<file path="src/core/afd_pkg.sv">
/*
 * Shared constants and types of the amplifier fault-diagnostic sequencer.
 * Assumes a single 50 MHz system clock; all counts derive from its period.
 */
package afd_pkg;

    // Clock and timing, each time in its own unit.
    localparam int CLK_PERIOD_NS    = 20;
    localparam int SAMPLE_PERIOD_US = 1000;
    localparam int DIAG_CYCLE_MS    = 100;
    localparam int FAST_MUTE_US     = 1500;
    localparam int NORM_MUTE_MS     = 20;
    localparam int SAMPLE_CYC       = SAMPLE_PERIOD_US * 1000 / CLK_PERIOD_NS;
    localparam int DIAG_CYC         = DIAG_CYCLE_MS * 1000000 / CLK_PERIOD_NS;
    // Strictly under the fast limit, hence one cycle less.
    localparam int FAST_MUTE_CYC    = FAST_MUTE_US * 1000 / CLK_PERIOD_NS - 1;
    localparam int NORM_MUTE_CYC    = NORM_MUTE_MS * 1000000 / CLK_PERIOD_NS;
    localparam int CNT_W            = 24;

    // Instruction byte fields.
    localparam int IB1_UNMUTE_REAR  = 1;
    localparam int IB1_UNMUTE_FRONT = 2;
    localparam int IB1_OFFS_EN      = 5;
    localparam int IB1_DIAG_EN      = 6;
    localparam int IB2_AC_EN        = 2;
    localparam int IB2_FAST_MUTE    = 5;
    localparam int IB2_THR_LOW      = 7;
    localparam logic [7:0] IB_RESET = 8'h00;

    localparam int N_CH             = 4;
    localparam int N_THERM          = 3;
    localparam logic [1:0] AC_MIN_PULSES = 2'h3;

    typedef enum logic [1:0] {
        ST_RUN     = 2'h0,
        ST_CHECK   = 2'h1,
        ST_DIAG    = 2'h3,
        ST_RESTART = 2'h2
    } afd_state_t;

    typedef struct packed {
        logic sgnd;
        logic svs;
        logic sload;
        logic oload;
        logic ovl;
        logic offs;
        logic ipk_hi;
        logic ipk_lo;
    } afd_sense_t;

    typedef struct packed {
        logic sgnd;
        logic svs;
        logic sload;
        logic oload;
        logic offs;
        logic open_tw;
    } afd_chres_t;

    typedef struct packed {
        logic [N_THERM-1:0]    thermal;
        afd_chres_t [N_CH-1:0] ch;
    } afd_diag_t;

    typedef struct packed {
        logic       wr;
        logic       sel;
        logic [7:0] data;
    } afd_ib_wr_t;

endpackage : afd_pkg

</file>
<file path="src/core/afd_seq.sv">
/*
 * Fault-diagnostic sequencer of a four-channel amplifier: instruction bits,
 * restart and diagnostic timing, offset and AC tests, fault priority,
 * read-triggered result latching, thermal warnings and mute timing.
 * Assumes the serial framing logic on the same clock delivers written
 * instruction bytes and a one-cycle read-start pulse; sense inputs come
 * from analog comparators and are asynchronous.
 */
// Notes on behaviour
// - Without diagnostics, a shut channel samples its fault each millisecond, reenabling when clear.
// - With diagnostics, an overload lasting past 1 ms runs a 100 ms cycle, then restart.
// - First instruction byte bit 6 enables diagnostics when 1, defeats when 0.
// - Offset test runs from previous read or offset-enable rising until the current read.
// - Excess offset reported only if the offset flag held throughout the test.
// - An overload during measurement suppresses both offset and AC results.
// - AC open-tweeter test active only while second byte bit 2 is 1.
// - Second byte bit 7 picks the high or low current detector pair.
// - Fewer than three detector pulses in the period flags an open tweeter.
// - Of several load faults, the highest-priority ones are reported first; others follow after removal and reads.
// - Shorts to ground or supply outrank shorted and open load; both shorts shown together.
// - A short with the speaker disconnected is a double fault under the same priority.
// - Permanent diagnostics never report open load; only turn-on diagnostics do.
// - A fault is reported only if it held for the whole measurement period.
// - Every host read restarts permanent and offset diagnostic cycles and ends the turn-on window.
// - A read returns results of the preceding cycle, so changes show on the second read.
// - Three thermal warnings are carried in the read-back data.
// - With second byte bit 5 set, a mute transition completes in under 1.5 ms.
module afd_seq #(
    parameter int SAMP_CYC  = afd_pkg::SAMPLE_CYC,
    parameter int DG_CYC    = afd_pkg::DIAG_CYC,
    parameter int FAST_CYC  = afd_pkg::FAST_MUTE_CYC,
    parameter int NORM_CYC  = afd_pkg::NORM_MUTE_CYC
) (
    // Clock and reset
    input  wire logic                                 ref_clk_i,
    input  wire logic                                 reset_i,
    // Instruction writes and read start from the serial framing logic
    input  wire afd_pkg::afd_ib_wr_t                  ib_wr_i,
    input  wire logic                                 read_i,
    // Asynchronous analog sense levels
    input  wire afd_pkg::afd_sense_t [afd_pkg::N_CH-1:0] sense_i,
    input  wire logic [afd_pkg::N_THERM-1:0]          thermal_i,
    // Diagnostic read-back
    output afd_pkg::afd_diag_t                        diag_o,
    output logic                                      diag_valid_o,
    // Channel and mute status
    output logic [afd_pkg::N_CH-1:0]                  chan_on_o,
    output logic [afd_pkg::N_CH-1:0]                  diag_busy_o,
    output logic [1:0]                                mute_o,
    output logic [1:0]                                mute_busy_o
);
    import afd_pkg::*;

    if (SAMP_CYC < 1 || DG_CYC < 1 || FAST_CYC < 1 || NORM_CYC < 1 ||
        SAMP_CYC >= 2**CNT_W || DG_CYC >= 2**CNT_W || NORM_CYC >= 2**CNT_W || FAST_CYC >= NORM_CYC) begin : g_bad
        $error("afd_seq: cycle counts out of range");
    end

    localparam logic [CNT_W-1:0] FAST_LAST = CNT_W'(FAST_CYC - 1);
    localparam logic [CNT_W-1:0] NORM_LAST = CNT_W'(NORM_CYC - 1);
    localparam int SW = $bits(afd_sense_t);

    // Synchronised sense levels.
    logic [N_CH*SW+N_THERM-1:0] sync_w;
    afd_sense_t [N_CH-1:0]      sense_s;
    logic [N_THERM-1:0]         therm_s;

    afd_sync #(
        .W (N_CH*SW+N_THERM)
    ) u_sync (
        .ref_clk_i (ref_clk_i),
        .reset_i   (reset_i),
        .async_i   ({sense_i, thermal_i}),
        .sync_o    (sync_w)
    );

    assign sense_s = sync_w[N_CH*SW+N_THERM-1:N_THERM];
    assign therm_s = sync_w[N_THERM-1:0];

    // Instruction bytes and their previous values for edge detection.
    logic [7:0] ib1_reg, ib1_next;
    logic [7:0] ib2_reg, ib2_next;
    logic [7:0] ib1_d_reg;
    logic [7:0] ib2_d_reg;
    logic       turnon_reg, turnon_next;
    logic [1:0] settle_reg, settle_next;
    logic       settled;

    always_comb begin
        ib1_next = ib1_reg;
        ib2_next = ib2_reg;
        settle_next = {settle_reg[0], 1'b1};
        if (ib_wr_i.wr && !ib_wr_i.sel) begin
            ib1_next = ib_wr_i.data;
        end
        if (ib_wr_i.wr && ib_wr_i.sel) begin
            ib2_next = ib_wr_i.data;
        end
        // Turn-on window opens when diagnostics get enabled and ends at the read.
        turnon_next = turnon_reg;
        if (read_i) begin
            turnon_next = 1'b0;
        end
        if (ib1_reg[IB1_DIAG_EN] && !ib1_d_reg[IB1_DIAG_EN]) begin
            turnon_next = 1'b1;
        end
    end

    always_ff @(posedge ref_clk_i) begin
        if (reset_i) begin
            ib1_reg    <= IB_RESET;
            ib2_reg    <= IB_RESET;
            ib1_d_reg  <= IB_RESET;
            ib2_d_reg  <= IB_RESET;
            turnon_reg <= 1'b0;
            settle_reg <= 2'h0;
        end else begin
            ib1_reg    <= ib1_next;
            ib2_reg    <= ib2_next;
            ib1_d_reg  <= ib1_reg;
            ib2_d_reg  <= ib2_reg;
            turnon_reg <= turnon_next;
            settle_reg <= settle_next;
        end
    end

    logic diag_en;
    logic offs_en;
    logic ac_en;
    logic thr_low;
    logic offs_start;
    logic ac_start;

    assign diag_en    = ib1_reg[IB1_DIAG_EN];
    assign offs_en    = ib1_reg[IB1_OFFS_EN];
    assign ac_en      = ib2_reg[IB2_AC_EN];
    assign thr_low    = ib2_reg[IB2_THR_LOW];
    assign offs_start = ib1_reg[IB1_OFFS_EN] & ~ib1_d_reg[IB1_OFFS_EN];
    assign ac_start   = ib2_reg[IB2_AC_EN] & ~ib2_d_reg[IB2_AC_EN];
    // Synchronised levels read zero for two cycles after reset and must not clear faults.
    assign settled    = settle_reg[1];

    afd_chres_t [N_CH-1:0] res_all;

    for (genvar c = 0; c < N_CH; c++) begin : ch_g
        afd_sense_t s;
        logic       ipk;
        logic [3:0] stab_reg, stab_next;
        logic       offs_reg, offs_next;
        logic       ovl_reg, ovl_next;
        logic [1:0] pcnt_reg, pcnt_next;
        logic       ipk_d_reg;
        logic       ipk_rise;
        logic       sg, sv;
        afd_chres_t res_reg, res_next;

        assign s   = sense_s[c];
        // The chosen pair only moves the analog threshold; the count is the same.
        assign ipk = thr_low ? s.ipk_lo : s.ipk_hi;
        assign ipk_rise = ipk & ~ipk_d_reg;
        assign sg  = stab_reg[3];
        assign sv  = stab_reg[2];

        always_comb begin
            // Each fault bit is the AND of every sample since the last read.
            stab_next = stab_reg & {s.sgnd, s.svs, s.sload, s.oload};
            offs_next = offs_reg & s.offs;
            if (!settled) begin
                stab_next = stab_reg;
                offs_next = offs_reg;
            end
            ovl_next  = ovl_reg | s.ovl;
            pcnt_next = pcnt_reg;
            if (ipk_rise && pcnt_reg != AC_MIN_PULSES) begin
                pcnt_next = pcnt_reg + 2'h1;
            end
            if (offs_start) begin
                offs_next = 1'b1;
            end
            if (ac_start) begin
                pcnt_next = {1'b0, ipk_rise};
            end
            res_next = res_reg;
            if (read_i) begin
                res_next.sgnd    = diag_en & sg;
                res_next.svs     = diag_en & sv;
                res_next.sload   = diag_en & stab_reg[1] & ~sg & ~sv;
                // Open load only inside the turn-on window, lowest priority.
                res_next.oload   = diag_en & turnon_reg & stab_reg[0] & ~stab_reg[1] & ~sg & ~sv;
                res_next.offs    = offs_en & offs_reg & ~ovl_reg;
                res_next.open_tw = ac_en & ~ovl_reg & (pcnt_reg < AC_MIN_PULSES);
                stab_next = 4'hf;
                offs_next = 1'b1;
                ovl_next  = s.ovl;
                pcnt_next = {1'b0, ipk_rise};
            end
        end

        always_ff @(posedge ref_clk_i) begin
            if (reset_i) begin
                stab_reg  <= 4'hf;
                offs_reg  <= 1'b1;
                ovl_reg   <= 1'b0;
                pcnt_reg  <= 2'h0;
                ipk_d_reg <= 1'b0;
                res_reg   <= '0;
            end else begin
                stab_reg  <= stab_next;
                offs_reg  <= offs_next;
                ovl_reg   <= ovl_next;
                pcnt_reg  <= pcnt_next;
                ipk_d_reg <= ipk;
                res_reg   <= res_next;
            end
        end

        assign res_all[c] = res_reg;

        afd_restart_fsm #(
            .SAMP_CYC (SAMP_CYC),
            .DG_CYC   (DG_CYC)
        ) u_fsm (
            .ref_clk_i   (ref_clk_i),
            .reset_i     (reset_i),
            .diag_en_i   (diag_en),
            .rearm_i     (read_i),
            .ovl_i       (s.ovl),
            .chan_on_o   (chan_on_o[c]),
            .diag_busy_o (diag_busy_o[c])
        );
    end

    // Thermal warnings and read-back snapshot.
    logic [N_THERM-1:0] therm_seen_reg, therm_seen_next;
    logic [N_THERM-1:0] therm_res_reg, therm_res_next;
    afd_diag_t          diag_reg, diag_next;
    logic               valid_reg, valid_next;

    always_comb begin
        therm_seen_next = therm_seen_reg | therm_s;
        therm_res_next  = therm_res_reg;
        diag_next       = diag_reg;
        valid_next      = read_i;
        if (read_i) begin
            // Bytes leave from this copy of the previous cycle's results.
            diag_next.thermal = therm_res_reg;
            diag_next.ch      = res_all;
            therm_res_next    = therm_seen_reg;
            therm_seen_next   = therm_s;
        end
    end

    always_ff @(posedge ref_clk_i) begin
        if (reset_i) begin
            therm_seen_reg <= '0;
            therm_res_reg  <= '0;
            diag_reg       <= '0;
            valid_reg      <= 1'b0;
        end else begin
            therm_seen_reg <= therm_seen_next;
            therm_res_reg  <= therm_res_next;
            diag_reg       <= diag_next;
            valid_reg      <= valid_next;
        end
    end

    assign diag_o       = diag_reg;
    assign diag_valid_o = valid_reg;

    // Mute timing per channel pair: index 0 rear, index 1 front.
    for (genvar p = 0; p < 2; p++) begin : mute_g
        localparam int UB = (p == 0) ? IB1_UNMUTE_REAR : IB1_UNMUTE_FRONT;
        logic [CNT_W-1:0] cnt_reg, cnt_next;
        logic             mute_reg, mute_next;
        logic             busy_reg, busy_next;
        logic             fast;
        logic             at_end;

        assign fast   = ib2_reg[IB2_FAST_MUTE];
        // Fast setting mid-transition shortens what is left of it.
        assign at_end = (cnt_reg >= (fast ? FAST_LAST : NORM_LAST));

        always_comb begin
            cnt_next  = cnt_reg;
            mute_next = mute_reg;
            busy_next = busy_reg;
            if (ib1_reg[UB]) begin
                mute_next = 1'b0;
                busy_next = 1'b0;
                cnt_next  = '0;
            end else if (!mute_reg && !busy_reg) begin
                busy_next = 1'b1;
                cnt_next  = '0;
            end else if (busy_reg) begin
                cnt_next = cnt_reg + 1'b1;
                if (at_end) begin
                    busy_next = 1'b0;
                    mute_next = 1'b1;
                end
            end
        end

        always_ff @(posedge ref_clk_i) begin
            if (reset_i) begin
                cnt_reg  <= '0;
                mute_reg <= 1'b1;
                busy_reg <= 1'b0;
            end else begin
                cnt_reg  <= cnt_next;
                mute_reg <= mute_next;
                busy_reg <= busy_next;
            end
        end

        assign mute_o[p]      = mute_reg;
        assign mute_busy_o[p] = busy_reg;
    end

    logic fast_mute_guard;
    assign fast_mute_guard = ib2_reg[IB2_FAST_MUTE] && ib2_d_reg[IB2_FAST_MUTE] && mute_g[0].busy_reg;
endmodule : afd_seq

</file>
<file path="src/core/afd_sync.sv">
/*
 * Two-flop synchroniser for a bundle of asynchronous levels.
 * Assumes each bit is a slow level; no bus coherency is implied.
 */
module afd_sync #(
    parameter int W = 1
) (
    // Clock and reset
    input  wire logic         ref_clk_i,
    input  wire logic         reset_i,
    // Levels
    input  wire logic [W-1:0] async_i,
    output logic      [W-1:0] sync_o
);
    logic [W-1:0] meta_reg;
    logic [W-1:0] sync_reg;

    always_ff @(posedge ref_clk_i) begin
        if (reset_i) begin
            meta_reg <= '0;
            sync_reg <= '0;
        end else begin
            meta_reg <= async_i;
            sync_reg <= meta_reg;
        end
    end

    assign sync_o = sync_reg;

endmodule : afd_sync

</file>
<file path="src/core/afd_restart_fsm.sv">
/*
 * Per-channel restart and permanent-diagnostic sequencer.
 * Assumes a synchronised overload level and a one-cycle read pulse.
 */
module afd_restart_fsm #(
    parameter int SAMP_CYC = afd_pkg::SAMPLE_CYC,
    parameter int DG_CYC   = afd_pkg::DIAG_CYC
) (
    // Clock and reset
    input  wire logic ref_clk_i,
    input  wire logic reset_i,
    // Control
    input  wire logic diag_en_i,
    input  wire logic rearm_i,
    input  wire logic ovl_i,
    // Status
    output logic      chan_on_o,
    output logic      diag_busy_o
);
    import afd_pkg::*;

    localparam logic [CNT_W-1:0] S_LAST = CNT_W'(SAMP_CYC - 1);
    localparam logic [CNT_W-1:0] D_LAST = CNT_W'(DG_CYC - 1);

    afd_state_t       state_reg, state_next;
    logic [CNT_W-1:0] cnt_reg, cnt_next;
    logic             armed_reg, armed_next;
    logic             on_reg, on_next;
    logic             busy_reg, busy_next;

    always_comb begin
        state_next = state_reg;
        cnt_next   = cnt_reg + 1'b1;
        armed_next = armed_reg | rearm_i;
        unique case (state_reg)
            ST_RUN: begin
                cnt_next = '0;
                if (ovl_i) begin
                    state_next = (diag_en_i && armed_reg) ? ST_CHECK : ST_RESTART;
                end
            end
            ST_CHECK: begin
                if (cnt_reg == S_LAST) begin
                    cnt_next   = '0;
                    state_next = ovl_i ? ST_DIAG : ST_RUN;
                end
            end
            ST_DIAG: begin
                if (cnt_reg == D_LAST) begin
                    cnt_next   = '0;
                    state_next = ST_RESTART;
                    // A new cycle waits for the next host read.
                    armed_next = rearm_i;
                end
            end
            ST_RESTART: begin
                if (cnt_reg == S_LAST) begin
                    cnt_next = '0;
                    if (!ovl_i) begin
                        state_next = ST_RUN;
                    end
                end
            end
        endcase
        on_next   = (state_next == ST_RUN);
        busy_next = (state_next == ST_DIAG);
    end

    always_ff @(posedge ref_clk_i) begin
        if (reset_i) begin
            state_reg <= ST_RUN;
            cnt_reg   <= '0;
            armed_reg <= 1'b1;
            on_reg    <= 1'b1;
            busy_reg  <= 1'b0;
        end else begin
            state_reg <= state_next;
            cnt_reg   <= cnt_next;
            armed_reg <= armed_next;
            on_reg    <= on_next;
            busy_reg  <= busy_next;
        end
    end

    assign chan_on_o   = on_reg;
    assign diag_busy_o = busy_reg;
endmodule : afd_restart_fsm

</file>
<file path="config.mk">
export PLATFORM = sky130hd
export DESIGN_NAME = afd_seq
export DESIGN_NICKNAME = d
export VERILOG_FILES = /design/src/core/afd_pkg.sv /design/src/core/afd_seq.sv /design/src/core/afd_sync.sv /design/src/core/afd_restart_fsm.sv
export SDC_FILE = /design/constraint.sdc
export NUM_CORES = 1
export LEC_CHECK = 0
export BUFFER_PORTS_ARGS = -buffer_cell sky130_fd_sc_hd__buf_2
export CORE_ASPECT_RATIO = 0.8
export CORE_MARGIN = 3
export CORE_UTILIZATION = 45
export DETAILED_ROUTE_END_ITERATION = 6
export REMOVE_ABC_BUFFERS = 1
export SETUP_SLACK_MARGIN = 0.4
export SLEW_MARGIN = 20
export SYNTH_ARGS = -nofsm -noshare
export SYNTH_HDL_FRONTEND = slang
export SYNTH_SLANG_ARGS = --single-unit
</file>
<file path="constraint.sdc">
create_clock -name ref_clk_i -period 2.3 [get_ports ref_clk_i]
set_clock_uncertainty 0.05 [all_clocks]
set_input_delay 0.23 -clock ref_clk_i [delete_from_list [all_inputs] [get_ports ref_clk_i]]
set_output_delay 0.23 -clock ref_clk_i [all_outputs]
set_load 0.01 [all_outputs]
</file>
After elaboration in Yosys (flattened, before gate mapping)
Cells that the tools add are included.

storage, ports and cells
  logic and storage cells = 395
  bits in registers = 360
  output and inout port bits = 40
  input port bits = 48

cells by class
  muxes and demuxes = 91
  bitwise operators = 98
  reduce and logical (&&, ||, !) cells = 49
  equal/unequal tests = 30
  magnitude comparators = 6
  add/sub/neg operators = 10

operator list
  kind                   number
  $pmux 24 s3            4
  $mux 24                8
  $add 24x1->24 const B  6
  $eq 24x16->1 const B   4
  $eq 24x23->1 const B   4
  $and 1x1->1            63
  $mux 2                 28
  $mux 1                 45
  $pmux 2 s4             4
  $eq 2x2->1 const B     12
  $ge 24x20->1           1
  $ge 24x24->1           1
  $not 1->1              22
  $mux 20                1
  $and 4x4->4            4
  $logic_not 2->1        8
  $reduce_or 2->1        7
  $logic_and 1x1->1      13
  $ne 2x2->1 const B     6
  $reduce_bool 3->1      4
  $reduce_or 3->1        4
  $reduce_bool 2->1      5
  $add 2x1->2 const B    4
  $eq 2x1->1 const B     4
  other kinds (6)        22

Logic depth before layout (Yosys ltp)
Gate-level depths: netlist (run 1).

  depth after elaboration = 6
  mapped depth = 9

Cells and area by module
A second synthesis (run 1) with hierarchy kept.

second synthesis, totals
  cells, all modules = 1,556
  area total of the unflattened synthesis = 14,595.2 um^2

by module, submodules not included
  module           seq. area each (um^2)  times used  cells each  area an instance (um^2)
  afd_seq          3,183.1                1           745         6,775.2
  afd_restart_fsm  580.6                  4           166         1,486.4
  afd_sync         1,401.3                1           147         1,874.3

Worst setup path after synthesis (run 1)
No wires, ideal clock.

  kind = reg2reg
  start = register ib2_reg[5]
  end = register mute_g[0].busy_reg
  cell stages (with the launch flop) = 8
  setup slack = -28 ps
  arrival = 2,219 ps
  path buffers = 0
  cells stage by stage = dfxtp_1 > inv_1 > ha_1 > nand2b_1 > a41oi_1 > o21ai_0 > a2111oi_0 > a31o_2

between the ends
  longest elaborated chain between the ends = 5

RTL lines
  item                    RTL line        source
  start, declared         afd_seq.sv:82   logic [7:0] ib2_reg, ib2_next;
  start signal, assigned  afd_seq.sv:119  ib2_reg <= ib2_next;
  $mux 20                 afd_seq.sv:281  assign at_end = (cnt_reg >= (fast ? FAST_LAST : NORM_LAST));
  $ge 24x24->1            afd_seq.sv:281
  $mux 1                  afd_seq.sv:296  if (at_end) begin
  $mux 1                  afd_seq.sv:294  end else if (busy_reg) begin
  $mux 1                  afd_seq.sv:291  end else if (!mute_reg && !busy_reg) begin
  end signal, assigned    afd_seq.sv:311  busy_reg <= busy_next;
  end, declared           afd_seq.sv:275  logic busy_reg, busy_next;

Every way passes these cells.
A chain may end at the register's enable or synchronous reset.

Worst setup path after layout (run 1)
  start = register ch_g[2].u_fsm.cnt_reg[21]
  end = register ch_g[2].u_fsm.cnt_reg[17]

between the ends
  longest elaborated chain between the ends = 3
  elaborated cells on any way between the ends = 5
  classes of those cells = eq/ne (2); mux (3)

RTL lines
  item                                                 RTL line                                                             source
  start, declared                                      afd_restart_fsm.sv:26                                                logic [CNT_W-1:0] cnt_reg, cnt_next;
  start signal, assigned                               afd_restart_fsm.sv:78                                                cnt_reg <= cnt_next;
  $eq 24x16->1 / $eq 24x23->1 (equally long branches)  afd_restart_fsm.sv:43, afd_restart_fsm.sv:57, afd_restart_fsm.sv:49
  $mux 24, on equally long branches                    afd_restart_fsm.sv:43, afd_restart_fsm.sv:57, afd_restart_fsm.sv:49
  $pmux 24 s3 (*)                                      afd_restart_fsm.sv:35                                                unique case (state_reg)

Mark *: on every way between the ends. The rest lies on a longest branch, timed or not.

==> flow_metrics.py, run 1 <==
metrics = {
    "critical_path": {
        "timing.rr.end": "ch_g[2].u_fsm.cnt_reg[17]",
        "critical_path_class": "flip-flop to flip-flop",
        "timing.critical_path.max_delay_family": "simple AND/OR/NAND/NOR gates",
        "timing.critical_path.to_type": "flip-flop",
        "worst_ep_arrival_time_ns": 2.45,
        "crit_path_top_delay_cell": "sky130_fd_sc_hd__dfxtp_4",
        "r2r-start": "ch_g[2].u_fsm.cnt_reg[21]",
        "startpoint_type": "flip-flop",
        "critical_path_cell_by_cell": "nor4_4 -> nand4_1 -> buf_4 -> or2_4 -> a21oi_1 -> or3_4 -> clkbuf_16 -> nor2_4",
        "critPathMaxStageDelay_ns": 0.36,
        "r2r_slack_ns": 0.21,
        "crit_required_ns": 2.66,
        "worstRegToRegCells": 8,
        "worst-path-max-fanout": 6,
        "cp.buffers_inverters": 2,
    },
    "floorplanning": {
        "num_rows": 57,
        "initial_core_util": 0.460,
        "die_area_sq_um": 33400,
        "fp.coreArea_sq_um": 30500,
        "die_height_um": 164,
        "dieWidth_um": 204,
        "num_io_pins": 88,
    },
    "global_route": {
        "gr-total-overflow": 0,
        "grt_pass1_wl_um": 50600,
        "groute.usage.overall": 0.180,
        "grt_pass1_vias": 10479,
        "number_of_antenna_violations_at_the_first_check_in_global_routing": 0,
        "grt_start_max_net_pins": 54,
    },
    "power_and_ir_drop": {
        "power_density_nw_per_um2": 731,
        "cellLeakagePower_nw": 6.94,
        "peakVddDrop_mv": 0.420,
    },
    "cts": {
        "cts_max_path_buffers": 3,
        "clkTransAtPathRegs_ns": 0.06,
        "cts.sinks": 345,
        "numCtsBuffers": 36,
        "tritoncts": "done",
        "number_of_h_tree_levels": 2,
        "clock_latency_ns": 0.53,
        "root_buffer_selected_by_cts": "sky130_fd_sc_hd__clkbuf_16",
    },
    "sta": {
        "tightest_slew_ns": 0.700,
        "final_min_period_over_clock_period": 0.908,
        "report.final.setup_viol": 0,
        "fmax_ghz": 0.479,
        "finalWorstPathRequiredPeriod_ns": 2.09,
        "timing.max_slew.rel_slack": 0.530,
        "setup_total_negative_slack_ns": 0,
        "grt_setup_unrepaired": "true",
        "report.final.hold_viol_count": 0,
        "slew_violations": 0,
    },
    "logic_synthesis": {
        "synth_cell_types": 66,
        "synth_cells": 1525,
        "ys_dominant_reg_cell": "sky130_fd_sc_hd__dfxtp_1",
        "async_reset_ff_frac": 0,
        "synth_edf_count": 0,
        "yosysWarningCount": 0,
        "post_synth.cell_area_avg_sq_um": 9.21,
        "register_bit_total_from_synthesis": 345,
        "synth-seq-area-share": 0.492,
        "post_synth_instance_area_sq_um": 14000,
    },
    "detailed_routing": {
        "drc_viols": 0,
        "num_vias": 10983,
        "dr.first_iter.drc_count": 568,
        "detail_route.wirelength_um": 31700,
        "ant_nets": 0,
        "post_drt_via_cell_ratio": 5.09,
        "post_drt_wl_per_cell_um": 14.7,
        "drtPass1Iterations": 6,
    },
    "cells_and_area": {
        "synth_to_layout_area_growth_pct": 32.0,
        "largest_register_ff_count": 96,
        "multi_input_comb_area_sq_um": 7680,
        "postLayoutCoreUtil": 0.607,
        "layout_commonest_cell": "sky130_fd_sc_hd__dfxtp_1",
        "antennaDiodeCount": 0,
        "most-common-layout-cells": "sky130_fd_sc_hd__dfxtp_1 (304), sky130_fd_sc_hd__nor2_1 (191), sky130_fd_sc_hd__nand2_1 (105)",
        "fillers": 2559,
        "layout.area.seq_sq_um": 6980,
        "fin_nets": 1816,
        "proportion_of_layout_cells_with_a_drive_suffix_above_1": 0.248,
    },
    "placement": {
        "place.detailed.hpwl_um": 19300,
        "port-buffer-count": 84,
        "gpl.final_weighted_congestion": 0.840,
    },
    "hold_path": {
        "min-delay-start": "read_i",
        "worst_hold_path.num_cells": 3,
        "min_delay_worst_endpoint": "diag_o[8]",
        "hp-class": "input port to flip-flop",
    },
    "run": {
        "drv.max_cap_violation_count": 0,
    },
    "status": {
        "outcome": "finished clean",
    },
}
## worst max path at each step
stage	cells after the start	slack, ns	startpoint	end
detailed placement	6	0.02	ch_g[0].u_fsm.cnt_reg[9]	ch_g[0].u_fsm.chan_on_o
floorplan	7	-0.03	ib2_reg[5]	mute_g[0].busy_reg
CTS	6	0.27	ch_g[3].u_fsm.cnt_reg[11]	ch_g[3].u_fsm.diag_busy_o
global placement	10	0.09	ib2_reg[5]	mute_g[0].mute_reg
global route	6	0.15	ch_g[3].u_fsm.cnt_reg[9]	ch_g[3].u_fsm.diag_busy_o
finish	8	0.21	ch_g[2].u_fsm.cnt_reg[21]	ch_g[2].u_fsm.cnt_reg[17]
## worst register-to-register path, stage by stage, from the launching register on
cell and delay, ns:
sky130_fd_sc_hd__dfxtp_4 0.36, sky130_fd_sc_hd__nor4_4 0.28, sky130_fd_sc_hd__nand4_1 0.22, sky130_fd_sc_hd__buf_4 0.22
sky130_fd_sc_hd__or2_4 0.27, sky130_fd_sc_hd__a21oi_1 0.16, sky130_fd_sc_hd__or3_4 0.21, sky130_fd_sc_hd__clkbuf_16 0.19
sky130_fd_sc_hd__nor2_4 0.03
## Yosys cell counts, types with 3 or more instances
library cell	count	area, sq um
sky130_fd_sc_hd__a211o_1	6	52.6
sky130_fd_sc_hd__a211oi_1	6	45.0
sky130_fd_sc_hd__a21o_1	5	37.5
sky130_fd_sc_hd__a21oi_1	47	235
sky130_fd_sc_hd__a22o_1	8	70.1
sky130_fd_sc_hd__a22oi_1	4	30.0
sky130_fd_sc_hd__a31oi_1	4	25.0
sky130_fd_sc_hd__a32o_1	10	100
sky130_fd_sc_hd__a41oi_1	5	43.8
sky130_fd_sc_hd__and2_1	3	18.8
sky130_fd_sc_hd__and3_1	32	200
sky130_fd_sc_hd__and4_1	11	96.3
sky130_fd_sc_hd__buf_1	6	22.5
sky130_fd_sc_hd__buf_2	7	35.0
sky130_fd_sc_hd__buf_4	12	90.1
sky130_fd_sc_hd__clkbuf_1	47	176
sky130_fd_sc_hd__dfxtp_1	345	6910
sky130_fd_sc_hd__ha_1	52	651
sky130_fd_sc_hd__inv_1	44	165
sky130_fd_sc_hd__mux2i_1	40	400
sky130_fd_sc_hd__nand2_1	105	394
sky130_fd_sc_hd__nand2b_1	8	50.1
sky130_fd_sc_hd__nand3_1	65	325
sky130_fd_sc_hd__nand4_1	35	219
sky130_fd_sc_hd__nand4b_1	5	43.8
sky130_fd_sc_hd__nor2_1	235	882
sky130_fd_sc_hd__nor2b_1	79	494
sky130_fd_sc_hd__nor3_1	30	150
sky130_fd_sc_hd__nor3b_1	3	22.5
sky130_fd_sc_hd__nor4_1	16	100
sky130_fd_sc_hd__nor4b_1	9	78.8
sky130_fd_sc_hd__nor4bb_1	5	50.1
sky130_fd_sc_hd__o21ai_0	48	240
sky130_fd_sc_hd__o31ai_1	4	30.0
sky130_fd_sc_hd__o41ai_1	3	26.3
sky130_fd_sc_hd__or3_1	17	106
sky130_fd_sc_hd__or4_1	4	30.0
sky130_fd_sc_hd__xnor2_1	53	464
sky130_fd_sc_hd__xor2_1	70	613
## cell families after synthesis
| group | share of synthesized area |
|---|---|
| compound gates | 0.0814 |
| xor+xnor | 0.0767 |
| mux | 0.0285 |
| simple gates | 0.240 |
| buf+inv | 0.0351 |
| flops | 0.492 |
| fa+ha+maj | 0.0463 |
## cell type report
cell class / count / share of cell area
Tap cell: 413 / 0.0279
Clock buffer: 54 / 0.0582
Timing Repair Buffer: 225 / 0.102
Multi-Input combinational cell: 1063 / 0.415
Sequential cell: 345 / 0.376
Clock inverter: 11 / 0.0115
Inverter: 45 / 0.00938
## report_power, final
group	switching (W)	total [W]	internal (W)	leakage, nW
clock	0.00238	0.00621	0.00383	0.631
combinational	0.000558	0.00107	0.000508	3.48
sequential	0.000136	0.00627	0.00614	2.83
total	0.00308	0.0136	0.0105	6.94
## layer usage
metal,wire (um),part of all wire,GRT usage,vias to the layer above
li1,-,-,-,5620
met1,15100,0.48,0.243,5166
met2,14900,0.47,0.298,153
met3,1060,0.033,0.0301,44
met4,637,0.020,0.0519,0
met5,0,0,0,-
## what timing repair did
item                       4_1_cts  5_1_grt
hold buffers                    46        0
hold endpoints to repair        50        0
gates cloned                     3        9
setup endpoints to repair      121      127
pin swaps                       48       82
resized for setup              120      150
buffers inserted                26       15
## metrics by stage
stage	hold slack [ns]	instances	cell area, sq um	worst slack, ns	total power, W
finish	0.194	2156	18500	0.211	0.0136
global route	0.196	2156	18500	0.147	0.0141
CTS	0.187	2132	17600	0.266	0.0136
detailed placement	0.366	1992	15100	0.0168	0.00722
global placement	0.357	1992	15100	0.0892	0.00720
floorplan	0.247	1453	13700	-0.0279	0.00686
(Power assumes the default switching activity.)
==> inputs of run 2 (changes only) <==
--- a/config.mk
+++ b/config.mk
@@ -9,6 +9,7 @@
 export CORE_ASPECT_RATIO = 0.8
 export CORE_MARGIN = 3
 export CORE_UTILIZATION = 45
+export CTS_BUF_LIST = sky130_fd_sc_hd__clkbuf_2 sky130_fd_sc_hd__clkbuf_4 sky130_fd_sc_hd__clkbuf_8
 export DETAILED_ROUTE_END_ITERATION = 6
 export REMOVE_ABC_BUFFERS = 1
 export SETUP_SLACK_MARGIN = 0.4
==> run 2 against run 1 <==
Sequential cell count unchanged. Non-clock buffer count up 3. Sequential share of layout area down 0.36 points. Global-route usage up 0.35 points. Critical endpoint is now ch_g[2].u_fsm.cnt_reg[18]. Highest routed layer unchanged.
==> flow_metrics.py, run 2 (synthesized netlist as in run 1, its figures left out) <==
metrics = {
    "cells_and_area": {
        "largest_register_ff_count": 96,
        "instances_no_fill": 2193,
        "proportion_of_layout_cells_with_a_drive_suffix_above_1": 0.275,
        "fin_nets": 1837,
        "antennaDiodeCount": 0,
        "most-common-layout-cells": "sky130_fd_sc_hd__dfxtp_1 (301), sky130_fd_sc_hd__nor2_1 (171), sky130_fd_sc_hd__nand2_1 (105)",
        "layout_commonest_cell": "sky130_fd_sc_hd__dfxtp_1",
        "fillers": 2585,
        "synth_to_layout_area_growth_pct": 33.4,
    },
    "critical_path": {
        "cp.buffers_inverters": 2,
        "critical_path_class": "flip-flop to flip-flop",
        "crit_path_top_delay_cell": "sky130_fd_sc_hd__dfxtp_2",
        "worst-path-max-fanout": 6,
        "timing.critical_path.to_type": "flip-flop",
        "critical_path_cell_by_cell": "ha_4 -> and3_4 -> nand4_1 -> buf_4 -> or2_4 -> a21oi_1 -> or3_4 -> clkbuf_16 -> nor2_1",
        "startpoint_type": "flip-flop",
        "crit_required_ns": 2.75,
        "worst_ep_arrival_time_ns": 2.55,
        "timing.critical_path.max_delay_family": "simple AND/OR/NAND/NOR gates",
        "worstRegToRegCells": 9,
        "worst-path-stages": 9,
        "critPathMaxStageDelay_ns": 0.35,
    },
    "floorplanning": {
        "die_area_sq_um": 33400,
        "num_rows": 57,
        "dieWidth_um": 204,
        "die_height_um": 164,
        "fp.coreArea_sq_um": 30500,
        "num_io_pins": 88,
        "initial_core_util": 0.460,
    },
    "global_route": {
        "grt_pass1_wl_um": 51400,
        "grt_pass1_vias": 10603,
        "groute.usage.overall": 0.183,
        "gr-total-overflow": 0,
        "number_of_antenna_violations_at_the_first_check_in_global_routing": 0,
        "grt_start_max_net_pins": 54,
    },
    "sta": {
        "fmax_ghz": 0.476,
        "timing.max_slew.rel_slack": 0.516,
        "finalWorstPathRequiredPeriod_ns": 2.10,
        "setup_total_negative_slack_ns": 0,
        "grt_setup_unrepaired": "true",
        "tightest_slew_ns": 0.721,
        "report.final.setup_viol": 0,
        "final_min_period_over_clock_period": 0.914,
        "report.final.hold_viol_count": 0,
        "hold_slack_ns": 0.112,
        "slew_violations": 0,
    },
    "hold_path": {
        "worst_hold_path.num_cells": 3,
        "hp-class": "input port to flip-flop",
    },
    "cts": {
        "clkTransAtPathRegs_ns": 0.07,
        "numCtsBuffers": 54,
        "clock_latency_ns": 0.61,
        "tritoncts": "done",
        "cts.sinks": 345,
        "cts_max_path_buffers": 3,
        "number_of_h_tree_levels": 2,
        "root_buffer_selected_by_cts": "sky130_fd_sc_hd__clkbuf_8",
    },
    "detailed_routing": {
        "post_drt_via_cell_ratio": 5.08,
        "post_drt_wl_per_cell_um": 14.7,
        "drc_viols": 0,
        "num_vias": 11145,
        "drtPass1Iterations": 4,
        "detail_route.wirelength_um": 32200,
        "ant_nets": 0,
        "dr.first_iter.drc_count": 549,
    },
    "placement": {
        "placed_cell_count": 1992,
        "place.detailed.hpwl_um": 19300,
        "port-buffer-count": 84,
        "gpl.final_weighted_congestion": 0.840,
    },
    "power_and_ir_drop": {
        "total_power_w": 0.0133,
        "power_density_nw_per_um2": 710,
        "cellLeakagePower_nw": 6.97,
        "peakVddDrop_mv": 0.420,
    },
    "run": {
        "drv.max_cap_violation_count": 0,
    },
    "status": {
        "outcome": "finished clean",
    },
}
## run 2: cell types whose count changed in the layout (fill, tap and decap cells not counted), sizes merged
cell	change
clkinv	+7
inv	+1
clkbuf	+26
buf	-8
clkinvlp	-1
dlygate4sd3	+12
## run 2: final timing paths
path              slack (ns)                         to                startpoint
setup / recovery        0.20  ch_g[2].u_fsm.cnt_reg[18]  ch_g[2].u_fsm.cnt_reg[0]
hold / removal          0.11                  diag_o[8]                    read_i
setup reg to reg        0.20  ch_g[2].u_fsm.cnt_reg[18]  ch_g[2].u_fsm.cnt_reg[0]
hold reg to reg         0.36           u_sync.sync_o[7]        u_sync.meta_reg[7]
## run 2: worst reg2reg max path: stages, from the launching register on
cell                        delay [ns]
sky130_fd_sc_hd__dfxtp_2          0.35
sky130_fd_sc_hd__ha_4             0.15
sky130_fd_sc_hd__and3_4           0.18
sky130_fd_sc_hd__nand4_1          0.19
sky130_fd_sc_hd__buf_4            0.22
sky130_fd_sc_hd__or2_4            0.26
sky130_fd_sc_hd__a21oi_1          0.15
sky130_fd_sc_hd__or3_4            0.21
sky130_fd_sc_hd__clkbuf_16        0.19
sky130_fd_sc_hd__nor2_1           0.04
## run 2: layout make-up
type	instances	area, sq um	area share
Timing Repair Buffer	228	1900	0.102
Clock inverter	18	241	0.0129
Tap cell	413	517	0.0276
Multi-Input combinational cell	1063	7870	0.420
Inverter	45	176	0.00942
Clock buffer	81	1040	0.0555
Sequential cell	345	6980	0.373
## run 2: report_power, final
part	internal, W	total [W]	leakage, nW	switching, W
clock	0.00349	0.00594	0.680	0.00245
combinational	0.000519	0.00109	3.46	0.000575
sequential	0.00614	0.00627	2.83	0.000137
total	0.0101	0.0133	6.97	0.00316
## run 2: timing repair
item | CTS | global route
pin swaps | 45 | 110
hold endpoints to repair | 55 | 0
hold buffers | 58 | 0
setup endpoints to repair | 119 | 127
gates resized for setup | 108 | 208
cloned | 2 | 8
setup buffers | 21 | 13
## run 2: per-layer routing
layer  track usage  part of all wire
met5             0                 0
met4        0.0497             0.019
met3        0.0371             0.036
met2         0.305              0.47
met1         0.245              0.48
## run 2: stage by stage
stage / utilization / area [sq um] / worst slack [ns]
finish: 0.614 / 18700 / 0.197
global route: 0.614 / 18700 / 0.118
CTS: 0.577 / 17600 / 0.266
detailed placement: 0.493 / 15100 / 0.0168
global placement: 0.493 / 15100 / 0.0892
floorplan: - / 13700 / -0.0279
==> inputs of run 3 (changes only) <==
==> constraint.sdc (replaced) <==
create_clock -name ref_clk_i -period 1.8 [get_ports ref_clk_i]
set_clock_uncertainty 0.05 [all_clocks]
set_input_delay 0.18 -clock ref_clk_i [delete_from_list [all_inputs] [get_ports ref_clk_i]]
set_output_delay 0.18 -clock ref_clk_i [all_outputs]
set_load 0.01 [all_outputs]
==> run 3 against run 2 <==
Worst hold slack got worse by 0.062 ns. Sequential cell count did not move. Core utilization rose by 5.8 points. Sequential power rose by 28%. Maximum frequency rose by 0.28%. Highest routed layer unchanged. Clock power rose by 18%. Power rose by 26%. Cell count rose by 8.3%. Register-to-register slack got worse by 0.49 ns. First-iteration DRC count fell by 6.9%. Critical endpoint is now ch_g[3].u_fsm.cnt_reg[11]. The flow now finishes with violations (setup timing). Worst setup slack got worse by 0.49 ns.
==> flow_metrics.py, run 3 (synthesized netlist as in run 1, its figures left out) <==
metrics = {
    "global_route": {
        "number_of_antenna_violations_at_the_first_check_in_global_routing": 1,
        "gr-total-overflow": 0,
        "grt_start_max_net_pins": 39,
        "grt_pass1_vias": 11714,
        "grt_pass1_wl_um": 56500,
        "groute.usage.overall": 0.201,
    },
    "critical_path": {
        "worst_ep_arrival_time_ns": 2.55,
        "timing.rr.end": "ch_g[3].u_fsm.cnt_reg[11]",
        "crit_required_ns": 2.25,
        "worstRegToRegCells": 10,
        "startpoint_type": "flip-flop",
        "critical_path_class": "flip-flop to flip-flop",
        "timing.critical_path.to_type": "flip-flop",
        "r2r_slack_ns": -0.30,
        "worst-path-max-fanout": 6,
        "r2r-start": "ch_g[3].u_fsm.cnt_reg[19]",
    },
    "floorplanning": {
        "dieWidth_um": 204,
        "num_rows": 57,
        "die_height_um": 164,
        "num_io_pins": 88,
        "initial_core_util": 0.460,
        "fp.coreArea_sq_um": 30500,
        "die_area_sq_um": 33400,
    },
    "placement": {
        "place.detailed.hpwl_um": 21300,
        "gpl.final_weighted_congestion": 0.803,
        "place_worst_setup_slack_ns": -0.439,
        "port-buffer-count": 84,
    },
    "cts": {
        "tritoncts": "done",
        "clkTransAtPathRegs_ns": 0.07,
        "cts.sinks": 345,
        "root_buffer_selected_by_cts": "sky130_fd_sc_hd__clkbuf_8",
        "clock_latency_ns": 0.62,
        "numCtsBuffers": 54,
        "number_of_h_tree_levels": 2,
        "cts_max_path_buffers": 3,
    },
    "sta": {
        "timing.max_slew.rel_slack": 0.592,
        "final_min_period_over_clock_period": 1.16,
        "grt_setup_unrepaired": "true",
        "report.final.setup_viol": 115,
        "slew_violations": 0,
        "final.setup.worst_slack_ns": -0.297,
        "tightest_slew_ns": 0.612,
        "report.final.hold_viol_count": 0,
        "fmax_ghz": 0.477,
        "finalWorstPathRequiredPeriod_ns": 2.10,
    },
    "detailed_routing": {
        "drtPass1Iterations": 5,
        "post_drt_via_cell_ratio": 5.01,
        "ant_nets": 0,
        "num_vias": 11901,
        "drc_viols": 0,
        "detail_route.wirelength_um": 35300,
        "dr.first_iter.drc_count": 511,
        "post_drt_wl_per_cell_um": 14.9,
    },
    "power_and_ir_drop": {
        "peakVddDrop_mv": 0.570,
        "power_density_nw_per_um2": 817,
        "cellLeakagePower_nw": 8.10,
    },
    "cells_and_area": {
        "layout_commonest_cell": "sky130_fd_sc_hd__dfxtp_1",
        "postLayoutCoreUtil": 0.672,
        "synth_to_layout_area_growth_pct": 46.0,
        "most-common-layout-cells": "sky130_fd_sc_hd__dfxtp_1 (300), sky130_fd_sc_hd__buf_4 (219), sky130_fd_sc_hd__nor2_1 (172)",
        "proportion_of_layout_cells_with_a_drive_suffix_above_1": 0.371,
        "fin_nets": 2021,
        "largest_register_ff_count": 96,
    },
    "hold_path": {
        "hp-class": "input port to flip-flop",
        "min-delay-start": "reset_i",
        "min_delay_worst_endpoint": "u_sync.sync_o[22]",
        "worst_hold_path.num_cells": 3,
    },
    "status": {
        "violations": "setup timing",
        "outcome": "complete, but fails checks",
    },
    "run": {
        "drv.max_cap_violation_count": 0,
    },
}
run 3: how the worst max path moves through the flow:
stage                                    startpoint  slack, ns  cells past startpoint                        end
after floorplan                          ib2_reg[5]      -0.53                      7         mute_g[0].busy_reg
after CTS                 ch_g[2].u_fsm.cnt_reg[21]      -0.24                      7    ch_g[2].u_fsm.chan_on_o
after detailed placement   ch_g[0].u_fsm.cnt_reg[9]      -0.44                      6    ch_g[0].u_fsm.chan_on_o
after global placement     ch_g[0].u_fsm.cnt_reg[9]      -0.42                      6    ch_g[0].u_fsm.chan_on_o
after global routing      ch_g[3].u_fsm.cnt_reg[19]      -0.38                     10  ch_g[3].u_fsm.cnt_reg[11]
final                     ch_g[3].u_fsm.cnt_reg[19]      -0.30                     10  ch_g[3].u_fsm.cnt_reg[11]
run 3: worst max-delay path, stage by stage (launching register included):
cell,delay [ns]
sky130_fd_sc_hd__dfxtp_2,0.32
sky130_fd_sc_hd__or4b_4,0.54
sky130_fd_sc_hd__nor4_4,0.24
sky130_fd_sc_hd__buf_4,0.17
sky130_fd_sc_hd__nand2_2,0.04
sky130_fd_sc_hd__nand2_1,0.08
sky130_fd_sc_hd__a211o_1,0.16
sky130_fd_sc_hd__buf_6,0.12
sky130_fd_sc_hd__buf_12,0.10
sky130_fd_sc_hd__buf_16,0.13
sky130_fd_sc_hd__nor2_2,0.04
run 3: cell type report:
class                           instances  area (sq um)
Antenna cell                            1          2.50
Tap cell                              413           517
Timing Repair Buffer                  412          3510
Fill cell                            2404         10000
Clock inverter                         13           116
Multi-Input combinational cell       1063          8160
Inverter                               45           174
Sequential cell                       345          6980
Clock buffer                           84          1040
run 3: metrics by stage:
step	area [sq um]	std cells	hold slack (ns)	TNS, ns	total power [W]
final	20500	2376	0.0501	-21.96	0.0167
after global routing	20500	2375	0.0138	-32.36	0.0175
after CTS	19500	2354	0.000417	-17.35	0.0168
after detailed placement	16300	2164	0.345	-28.30	0.00936
after global placement	16300	2164	0.338	-24.20	0.00933
after floorplan	13700	1453	0.197	-33.38	0.00877
run 3: what timing repair did:
| item | in CTS | in global routing |
|---|---|---|
| cloned | 8 | 1 |
| endpoints found under the hold margin | 57 | 0 |
| pin swaps | 104 | 74 |
| resized for setup | 236 | 182 |
| hold buffers | 53 | 0 |
| endpoints found under the setup margin | 166 | 187 |
| setup buffers | 32 | 20 |
run 3: metal layers:
metal | global-route usage | routed length [um]
met2 | 0.330 | 16700
met5 | 0 | 0
met3 | 0.0365 | 1210
met1 | 0.274 | 16600
met4 | 0.0563 | 808
run 3: report_power, final:
| group | internal (W) | switching (W) | total (W) |
|---|---|---|---|
| logic | 0.000876 | 0.000881 | 0.00176 |
| registers | 0.00786 | 0.000144 | 0.00800 |
| clock network | 0.00386 | 0.00313 | 0.00699 |
| total | 0.0126 | 0.00415 | 0.0167 |
